## config.mk

```make
export PLATFORM = sky130hd
export DESIGN_NAME = ext_code_fetch_page_bus
export DESIGN_NICKNAME = d
export VERILOG_FILES = /design/src/ext_code_fetch_pkg.sv /design/src/ext_code_fetch_page_bus.sv
export VERILOG_INCLUDE_DIRS = /design/src
export SDC_FILE = /design/constraint.sdc
export NUM_CORES = 1
export LEC_CHECK = 0
export ABC_AREA = 1
export BUFFER_PORTS_ARGS = -buffer_cell sky130_fd_sc_hd__buf_2
export CORE_ASPECT_RATIO = 0.9
export CORE_MARGIN = 5
export CORE_UTILIZATION = 34
export DETAILED_ROUTE_END_ITERATION = 8
export PLACE_DENSITY_LB_ADDON = 0.05
export SETUP_SLACK_MARGIN = 0.05
export SYNTH_ARGS = -nofsm -noshare
export SYNTH_HDL_FRONTEND = slang
export SYNTH_SLANG_ARGS = --single-unit
```

## constraint.sdc

```tcl
create_clock -name core_clk -period 3.6 [get_ports core_clk]
set_input_delay 0.72 -clock core_clk [delete_from_list [all_inputs] [get_ports core_clk]]
set_output_delay 0.72 -clock core_clk [all_outputs]
set_load 0.02 [all_outputs]
```

## src/ext_code_fetch_params.svh

```systemverilog
`ifndef EXT_CODE_FETCH_PARAMS_SVH
`define EXT_CODE_FETCH_PARAMS_SVH
// ----------------------------------------
// Memory cycle lengths in system clocks
// ----------------------------------------
`define LEN_INTERNAL 4'h1
`define LEN_NONPAGE 4'h4
`define LEN_HIT4 4'h4
`define LEN_HIT2 4'h2
`define LEN_HIT1 4'h1
// ----------------------------------------
// Non-page waveform points
// ----------------------------------------
`define NP_ADDR_CLKS 4'h2
// ----------------------------------------
// Page timing select codes
// ----------------------------------------
`define SEL_4CYC 2'h2
`define SEL_2CYC 2'h1
`define SEL_1CYC 2'h0
`define SEL_UNUSED 2'h3
// ----------------------------------------
// Reset values
// ----------------------------------------
`define PC_RESET 16'h0000
// ----------------------------------------
// Direct addresses of the slow special registers
// ----------------------------------------
`define ADDR_STATUS_WORD 8'hD0
`define ADDR_STACK_PTR 8'h81
`define ADDR_PTR_SELECT 8'h86
`define ADDR_IRQ_ENABLE 8'hA8
`define ADDR_EXT_IRQ_ENABLE 8'hE8
`define ADDR_IRQ_PRIO0 8'hB8
`define ADDR_IRQ_PRIO1 8'hB1
`define ADDR_EXT_IRQ_PRIO0 8'hF8
`define ADDR_EXT_IRQ_PRIO1 8'hF1
`endif

```

## src/ext_code_fetch_pkg.sv

```systemverilog
`default_nettype none
package ext_code_fetch_pkg;
    typedef enum logic [2:0] {
        MODE_INTERNAL = 3'b001,
        MODE_NONPAGE = 3'b010,
        MODE_PAGE1 = 3'b100
    } bus_mode_type;
    typedef enum logic [2:0] {
        KIND_OPCODE = 3'b001,
        KIND_OPERAND = 3'b010,
        KIND_DUMMY = 3'b100
    } byte_kind_type;
    typedef enum logic [1:0] {
        ST_IDLE = 2'b01,
        ST_CYCLE = 2'b10
    } seq_state_type;
endpackage
`default_nettype wire

```

## src/ext_code_fetch_page_bus.sv

```systemverilog
`include "ext_code_fetch_params.svh"
`default_nettype none
module ext_code_fetch_page_bus (
    // Clock and reset
    input wire logic core_clk,
    input wire logic reset,
    // Configuration
    input wire logic pageModeEn,
    input wire logic [1:0] pageTimingSel,
    input wire logic execInternal,
    input wire logic runEn,
    // Core requests
    input wire logic jumpValid,
    input wire logic [15:0] jumpAddr,
    input wire logic [1:0] descBytes,
    input wire logic [3:0] descCycles,
    input wire logic descSfrCheck,
    // Fetch results
    output var logic byteValid,
    output var logic [7:0] byteData,
    output ext_code_fetch_pkg::byte_kind_type byteKind,
    output logic pageMiss,
    // Internal code memory
    output logic [15:0] intCodeAddr,
    input wire logic [7:0] intCodeData,
    // External code bus pins
    output logic [7:0] upperPortOut,
    output logic upperPortOe,
    input wire logic [7:0] lowerPortIn,
    output logic [7:0] lowerPortOut,
    output logic lowerPortOe,
    output logic addrLatchStrobe,
    output logic codeReadEnableN
);
    import ext_code_fetch_pkg::*;

    // ----------------------------------------
    // Decode helpers
    // ----------------------------------------
    function automatic logic isSpecial(input logic [7:0] a);
        logic hit;
        hit = 1'b0;
        unique case (a)
            `ADDR_STATUS_WORD, `ADDR_STACK_PTR, `ADDR_PTR_SELECT,
            `ADDR_IRQ_ENABLE, `ADDR_EXT_IRQ_ENABLE, `ADDR_IRQ_PRIO0,
            `ADDR_IRQ_PRIO1, `ADDR_EXT_IRQ_PRIO0,
            `ADDR_EXT_IRQ_PRIO1: hit = 1'b1;
            default: hit = 1'b0;
        endcase
        return hit;
    endfunction

    function automatic logic [3:0] hitLength(
        input bus_mode_type m,
        input logic [1:0] sel
    );
        logic [3:0] len;
        len = `LEN_NONPAGE;
        unique case (m)
            MODE_INTERNAL: len = `LEN_INTERNAL;
            MODE_NONPAGE: len = `LEN_NONPAGE;
            MODE_PAGE1: begin
                if (sel == `SEL_4CYC) begin
                    len = `LEN_HIT4;
                end else if (sel == `SEL_2CYC) begin
                    len = `LEN_HIT2;
                end else begin
                    len = `LEN_HIT1;
                end
            end
            default: len = `LEN_NONPAGE;
        endcase
        return len;
    endfunction

    // ----------------------------------------
    // State
    // ----------------------------------------
    seq_state_type state_q;
    bus_mode_type mode_q;
    bus_mode_type modeNext;
    logic [15:0] pc_q;
    logic [15:0] pcNext;
    logic [15:0] addr_q;
    logic [7:0] lastHi_q;
    logic hiValid_q;
    logic miss_q;
    logic missNext;
    logic [3:0] clk_q;
    logic [3:0] len_q;
    logic [3:0] hitLen_q;
    logic [3:0] hitLenNext;
    logic [3:0] lenNext;
    logic [1:0] realLeft_q;
    logic [3:0] stallLeft_q;
    logic sfrPending_q;
    logic [1:0] realEff;
    logic [3:0] stallEff;
    logic [3:0] descStall;
    logic descTake;
    logic extraNow;
    logic cycEnd;
    logic setupNow;
    byte_kind_type kindNow;

    assign cycEnd = (state_q == ST_CYCLE) && (clk_q == len_q - 4'h1);
    assign setupNow = runEn && ((state_q == ST_IDLE) || cycEnd);

    // ----------------------------------------
    // Instruction accounting
    // ----------------------------------------
    assign descTake = byteValid && (byteKind == KIND_OPCODE);
    assign extraNow = byteValid && (byteKind == KIND_OPERAND)
        && sfrPending_q && isSpecial(byteData);

    always_comb begin
        descStall = 4'h0;
        if (descCycles > {2'h0, descBytes}) begin
            descStall = descCycles - {2'h0, descBytes};
        end
        realEff = descTake ? descBytes - 2'h1 : realLeft_q;
        stallEff = (descTake ? descStall : stallLeft_q) + {3'h0, extraNow};
        if (realEff != 2'h0) begin
            kindNow = KIND_OPERAND;
        end else if (stallEff != 4'h0) begin
            kindNow = KIND_DUMMY;
        end else begin
            kindNow = KIND_OPCODE;
        end
    end

    always_ff @(posedge core_clk) begin
        if (reset) begin
            realLeft_q <= 2'h0;
            stallLeft_q <= 4'h0;
        end else begin
            realLeft_q <= (cycEnd && kindNow == KIND_OPERAND) ? realEff - 2'h1 : realEff;
            stallLeft_q <= (cycEnd && kindNow == KIND_DUMMY) ? stallEff - 4'h1 : stallEff;
        end
    end

    always_ff @(posedge core_clk) begin
        if (reset) begin
            sfrPending_q <= 1'b0;
        end else if (descTake) begin
            sfrPending_q <= descSfrCheck;
        end else if (byteValid && byteKind == KIND_OPERAND) begin
            sfrPending_q <= 1'b0;
        end
    end

    // ----------------------------------------
    // Program counter
    // ----------------------------------------
    always_comb begin
        pcNext = pc_q;
        if (jumpValid) begin
            pcNext = jumpAddr;
        end else if (cycEnd && kindNow != KIND_DUMMY) begin
            pcNext = pc_q + 16'h0001;
        end
    end

    // Dummy cycles hold the PC, so a stall after a page's last byte
    // already addresses the next page and classifies as a miss.
    always_ff @(posedge core_clk) begin
        if (reset) begin
            pc_q <= `PC_RESET;
        end else begin
            pc_q <= pcNext;
        end
    end

    // ----------------------------------------
    // Next memory cycle setup
    // ----------------------------------------
    always_comb begin
        if (execInternal) begin
            modeNext = MODE_INTERNAL;
        end else if (pageModeEn && pageTimingSel != `SEL_UNUSED) begin
            modeNext = MODE_PAGE1;
        end else begin
            modeNext = MODE_NONPAGE;
        end
        hitLenNext = hitLength(modeNext, pageTimingSel);
        missNext = (modeNext == MODE_PAGE1)
            && (!hiValid_q || pcNext[15:8] != lastHi_q);
        lenNext = missNext ? {hitLenNext[2:0], 1'b0} : hitLenNext;
    end

    always_ff @(posedge core_clk) begin
        if (reset) begin
            state_q <= ST_IDLE;
        end else if (setupNow) begin
            state_q <= ST_CYCLE;
        end else if (cycEnd) begin
            state_q <= ST_IDLE;
        end
    end

    always_ff @(posedge core_clk) begin
        if (reset) begin
            mode_q <= MODE_NONPAGE;
            addr_q <= `PC_RESET;
            len_q <= `LEN_NONPAGE;
            hitLen_q <= `LEN_NONPAGE;
            miss_q <= 1'b0;
        end else if (setupNow) begin
            mode_q <= modeNext;
            addr_q <= pcNext;
            len_q <= lenNext;
            hitLen_q <= hitLenNext;
            miss_q <= missNext;
        end
    end

    always_ff @(posedge core_clk) begin
        if (reset) begin
            clk_q <= 4'h0;
        end else if (setupNow) begin
            clk_q <= 4'h0;
        end else if (state_q == ST_CYCLE) begin
            clk_q <= clk_q + 4'h1;
        end
    end

    // The external latch keeps its high byte only while page mode runs;
    // a non-page cycle overwrites it, and every non-page or internal cycle clears hiValid_q, so the next page cycle must miss.
    always_ff @(posedge core_clk) begin
        if (reset) begin
            lastHi_q <= 8'h00;
            hiValid_q <= 1'b0;
        end else if (setupNow) begin
            lastHi_q <= pcNext[15:8];
            hiValid_q <= (modeNext == MODE_PAGE1);
        end
    end

    // ----------------------------------------
    // Fetched byte delivery
    // ----------------------------------------
    always_ff @(posedge core_clk) begin
        if (reset) begin
            byteValid <= 1'b0;
            byteData <= 8'h00;
            byteKind <= KIND_DUMMY;
        end else begin
            byteValid <= cycEnd;
            if (cycEnd) begin
                byteData <= (mode_q == MODE_INTERNAL) ? intCodeData : lowerPortIn;
                byteKind <= kindNow;
            end
        end
    end

    // ----------------------------------------
    // Pin waveforms
    // ----------------------------------------
    logic active;
    logic addrPhase;
    logic [3:0] hitPos;
    logic [3:0] half;
    logic [3:0] aleEnd;

    assign active = (state_q == ST_CYCLE);
    assign addrPhase = miss_q && (clk_q < hitLen_q);
    assign hitPos = miss_q ? clk_q - hitLen_q : clk_q;
    assign half = hitLen_q >> 1;
    assign aleEnd = (half == 4'h0) ? 4'h1 : half;
    assign pageMiss = active && miss_q;
    assign intCodeAddr = addr_q;

    always_comb begin
        upperPortOut = 8'h00;
        upperPortOe = 1'b0;
        lowerPortOut = 8'h00;
        lowerPortOe = 1'b0;
        addrLatchStrobe = 1'b0;
        codeReadEnableN = 1'b1;
        if (active && mode_q == MODE_NONPAGE) begin
            upperPortOut = addr_q[15:8];
            upperPortOe = 1'b1;
            lowerPortOut = addr_q[7:0];
            lowerPortOe = (clk_q < `NP_ADDR_CLKS);
            addrLatchStrobe = (clk_q == 4'h0);
            codeReadEnableN = (clk_q < `NP_ADDR_CLKS);
        end else if (active && mode_q == MODE_PAGE1) begin
            upperPortOut = addrPhase ? addr_q[15:8] : addr_q[7:0];
            upperPortOe = 1'b1;
            addrLatchStrobe = addrPhase && (clk_q < aleEnd);
            // With a one-clock hit, half is zero and the enable stays low
            // through back-to-back hits instead of toggling.
            codeReadEnableN = addrPhase || (hitPos < half);
        end
    end

    // ----------------------------------------
    // Checks
    // ----------------------------------------
    np_strobe_len_a: assert property (@(posedge core_clk) disable iff (reset)
        (active && mode_q == MODE_NONPAGE && addrLatchStrobe)
        |-> ##1 (!addrLatchStrobe) [*3]
        ##1 (!active || mode_q != MODE_NONPAGE || addrLatchStrobe))
        else $error("non-page cycle strobe spacing wrong");
    reset_mode_a: assert property (@(posedge core_clk) disable iff (reset)
        (setupNow && !pageModeEn) |=> mode_q != MODE_PAGE1)
        else $error("page mode entered without enable");
    hit4_len_a: assert property (@(posedge core_clk) disable iff (reset)
        (setupNow && modeNext == MODE_PAGE1 && pageTimingSel == `SEL_4CYC)
        |=> len_q == (miss_q ? 4'h8 : 4'h4))
        else $error("four-clock page cycle length wrong");
    hit2_len_a: assert property (@(posedge core_clk) disable iff (reset)
        (setupNow && modeNext == MODE_PAGE1 && pageTimingSel == `SEL_2CYC)
        |=> len_q == (miss_q ? 4'h4 : 4'h2))
        else $error("two-clock page cycle length wrong");
    hit1_len_a: assert property (@(posedge core_clk) disable iff (reset)
        (setupNow && modeNext == MODE_PAGE1 && pageTimingSel == `SEL_1CYC)
        |=> len_q == (miss_q ? 4'h2 : 4'h1))
        else $error("one-clock page cycle length wrong");
    hit1_enable_a: assert property (@(posedge core_clk) disable iff (reset)
        (active && mode_q == MODE_PAGE1 && hitLen_q == 4'h1 && !miss_q)
        |-> !codeReadEnableN)
        else $error("read enable not held low on one-clock hit");
    miss_strobe_a: assert property (@(posedge core_clk) disable iff (reset)
        (active && mode_q == MODE_PAGE1 && clk_q == 4'h0)
        |-> addrLatchStrobe == miss_q)
        else $error("page strobe does not follow miss");
    internal_len_a: assert property (@(posedge core_clk) disable iff (reset)
        (setupNow && execInternal) |=> len_q == 4'h1 ##1 (!active || clk_q == 4'h0))
        else $error("internal cycle not one clock");
    stall_hold_a: assert property (@(posedge core_clk) disable iff (reset)
        (cycEnd && kindNow == KIND_DUMMY && !jumpValid) |=> pc_q == $past(pc_q))
        else $error("program counter moved on dummy fetch");
    page_lower_a: assert property (@(posedge core_clk) disable iff (reset)
        (active && mode_q == MODE_PAGE1) |-> !lowerPortOe)
        else $error("lower port driven in page mode");
    sfr_extra_a: assert property (@(posedge core_clk) disable iff (reset)
        (extraNow && !cycEnd) |=> stallLeft_q == $past(stallLeft_q) + 4'h1)
        else $error("special register stall not added");
    hit_class_a: assert property (@(posedge core_clk) disable iff (reset)
        (setupNow && modeNext == MODE_PAGE1 && hiValid_q && pcNext[15:8] == lastHi_q)
        |=> !miss_q)
        else $error("same page fetch classed as miss");
endmodule
`default_nettype wire

```

==> flow_summary.yaml <==
timing:
  relSlewSlack_pct: 34.4
  hold_viol: 0
  skew_ns: 0.0102
  max_freq_mhz: 285
  tightest_slew_ns: 0.983
  grt_setup_unrepaired: "true"
  setup_violations: 0
  fin_tns_setup_ns: 0
  worst_slack_ns: 0.0857
  holdWs_ns: 0.469
  timing.final.max_slew_violations: 0
  period_minus_slack_ns: 3.51
  finalCritPeriodShare_pct: 97.6
drt:
  vias: 4355
  drc: 0
  antenna_left: 0
  first_pass_iters: 4
  drtIter0Drc: 204
  routed_wl_um: 12600
  drt-vias-per-instance: 4.74
  wl_per_cell_um: 13.8
place:
  place_area_um2: 5080
  post-dp-hpwl_um: 9830
  port_buffers: 95
  gp_congestion: 0.816
  place_ws_ns: -0.284
hold_path:
  holdPathStages: 2
  holdCritPathClass: "register to register"
cts:
  cts_max_level: 3
  clkTransAtPathRegs_ns: 0.06
  cts-root-buf: "clkbuf_16"
  cts-buffers-inserted: 9
  clock_latency_ns: 0.34
  cts_tree: "done"
  cts_buffer_depth: 2
  cts.sinks: 68
worst_setup_path:
  worstPathMaxFanout: 6
  start_kind: "primary input"
  r2r_slack_ns: 0.17
  r2r-end: "len_q[2]"
  r2r_cells: 28
  critPathSlowestCell: "fa_2"
  cp_common_cell: "nand2_2"
  crit_start: "descCycles[0]"
  slowest_delay_ns: 0.36
  crit_type: "primary input to register"
  cp.depth: 31
  cp_top_family: "simple AND/OR/NAND/NOR gates"
  arrival_ns: 3.73
  cp.required_ns: 3.81
  critical_path_buf_inv_count: 7
  endpoint: "len_q[2]"
  r2r-start: "byteData[0]"
  crit_path_end_kind: "register"
floorplanning:
  initial_core_util_pct: 35.0
  ios: 96
  die_h_um: 116
  core_area_um2: 12200
  dieArea_um2: 14900
  fp.dieW_um: 128
  rows: 38
synthesis:
  netlist_instances: 637
  syn_nets: 704
  synth_warnings: 0
  synth_area_um2: 4260
  synth-xor-area-share_pct: 4.53
  synth.largest_area_cell: "dfxtp_1"
  synth_top_family_by_area: "simple AND/OR/NAND/NOR gates"
  avgSynthCellArea_um2: 6.68
  synthDistinctLibCells: 45
  synthSimpleGateAreaFrac_pct: 31.7
  synth_compound_area_share_pct: 14.7
  yosys.area.top_type_share_pct: 32.0
  synth-seq-area-share_pct: 32.0
  ys_top_cells_by_area: "dfxtp_1 (32%), nand2_1 (13%), inv_1 (8.4%)"
  ys_seq_elements: 68
  synthAdderAreaFrac_pct: 6.23
  muxShareOfSynthArea_pct: 0
global_route:
  grt_usage_pct: 17.1
  grt_pass1_wl_um: 20400
  grt_pass1_vias: 4135
  grt_max_degree: 30
  antenna_found_initial: 0
  grt_overflow: 0
cells_and_area:
  antenna_cells: 0
  drive_above_1_share_pct: 26.6
  layout-area-overhead-vs-synth_pct: 29.9
  final_area_um2: 5530
  nets: 822
status:
  status: "finished clean"
pwr:
  peakVddDrop_v: 0.000205
  powerDensity_nw_per_um2: 380
  leakage_nw: 2.75
job:
  maxCapViolations: 0
## cell usage after synthesis, drive strengths merged
| master | count |
|---|---|
| nand2 | 158 |
| inv | 96 |
| dfxtp | 68 |
| nor2 | 62 |
| o21ai | 42 |
| nand3 | 39 |
| a21oi | 31 |
| ha | 18 |
| xor2 | 18 |
| nand4 | 16 |
| clkbuf | 15 |
| nor3 | 10 |
| or2 | 10 |
| a22oi | 8 |
| a31oi | 8 |
| buf | 7 |
| o22ai | 6 |
| o211ai | 4 |
| xnor2 | 4 |
| a2bb2oi | 3 |
| fa | 2 |
| nand3b | 2 |
| nor4 | 2 |
| a211o | 1 |
| a211oi | 1 |
| a221oi | 1 |
| a32oi | 1 |
| clkinv | 1 |
| nor3b | 1 |
| o311ai | 1 |
| o41ai | 1 |
## per-stage QoR
stage	utilization [%]	cells	power [mW]
after floorplan	-	637	1.10
after global placement	41.7	899	1.24
after detailed placement	41.7	899	1.24
after CTS	44.1	914	2.11
after global routing	45.4	919	2.22
final	45.4	919	2.10
## worst min-delay path: stages, from the launching register on
cell	delay, ns
dfxtp_1	0.32
nand2_1	0.06
nand2_1	0.04
## placed cells by master (no fill, tap or decap), types with 10 or more instances in the layout
cell and count:
nand2_1 139, buf_4 31, dfxtp_1 67, nor3_1 10, nand3_1 35, nand2_2 17
xor2_1 18, nor2_1 54, ha_1 14, a21oi_1 28, buf_2 93, o21ai_0 38
nand4_1 16, inv_1 89
## power by group
group          switching, mW  internal [mW]
clock network          0.327          0.530
registers             0.0408          0.802
logic                  0.254          0.151
total                  0.621           1.48
## cell type report
type,count,area (µm²)
timing repair buffer,129,754
tap,160,200
inverter,97,369
fill,1308,6640
clock buffer,10,229
sequential,68,1360
clock inverter,5,53.8
multi-input combinational,450,2560
## kinds of logic (layout without fill, tap and decap cells)
| group | after synthesis | in the layout |
|---|---|---|
| simple gates | 300 | 300 |
| flops | 68 | 68 |
| xor+xnor | 22 | 22 |
| buf+inv | 119 | 241 |
| compound gates | 108 | 108 |
| fa+ha+maj | 20 | 20 |
## repair_timing
action	4_1_cts	5_1_grt
setup buffers	0	5
hold buffers	0	0
pin swaps	0	25
setup endpoints to repair	1	19
gates resized for setup	2	39
## layer usage
layer  up-vias  global-route usage [%]  routed length, µm
met5         -                       0                  0
met4         0                    4.81                112
met3         8                    3.48                380
met2        64                    27.9               5940
met1      1980                    23.2               6210
li1       2303                       -                  -
## how the worst min path moves through the flow
stage,start,endpoint,slack (ns)
3_5_place_dp,hitLen_q[0],hitLen_q[0],0.45
2_1_floorplan,hitLen_q[0],hitLen_q[0],0.42
4_1_cts,hitLen_q[0],hitLen_q[0],0.47
3_3_place_gp,hitLen_q[0],hitLen_q[0],0.46
5_1_grt,hitLen_q[0],hitLen_q[0],0.49
6_report,hitLen_q[0],hitLen_q[0],0.47
## sequential cells by signal, summed over array words and instances, names as in the netlist, 2 cells and up
signal,flops
byteData,8
state_q,2
clk_q,4
stallLeft_q,4
len_q,4
realLeft_q,2
hitLen_q,3
mode_q,3
pc_q,16
intCodeAddr,16
byteKind,3
No activity file was read; power rests on OpenSTA's default activity.
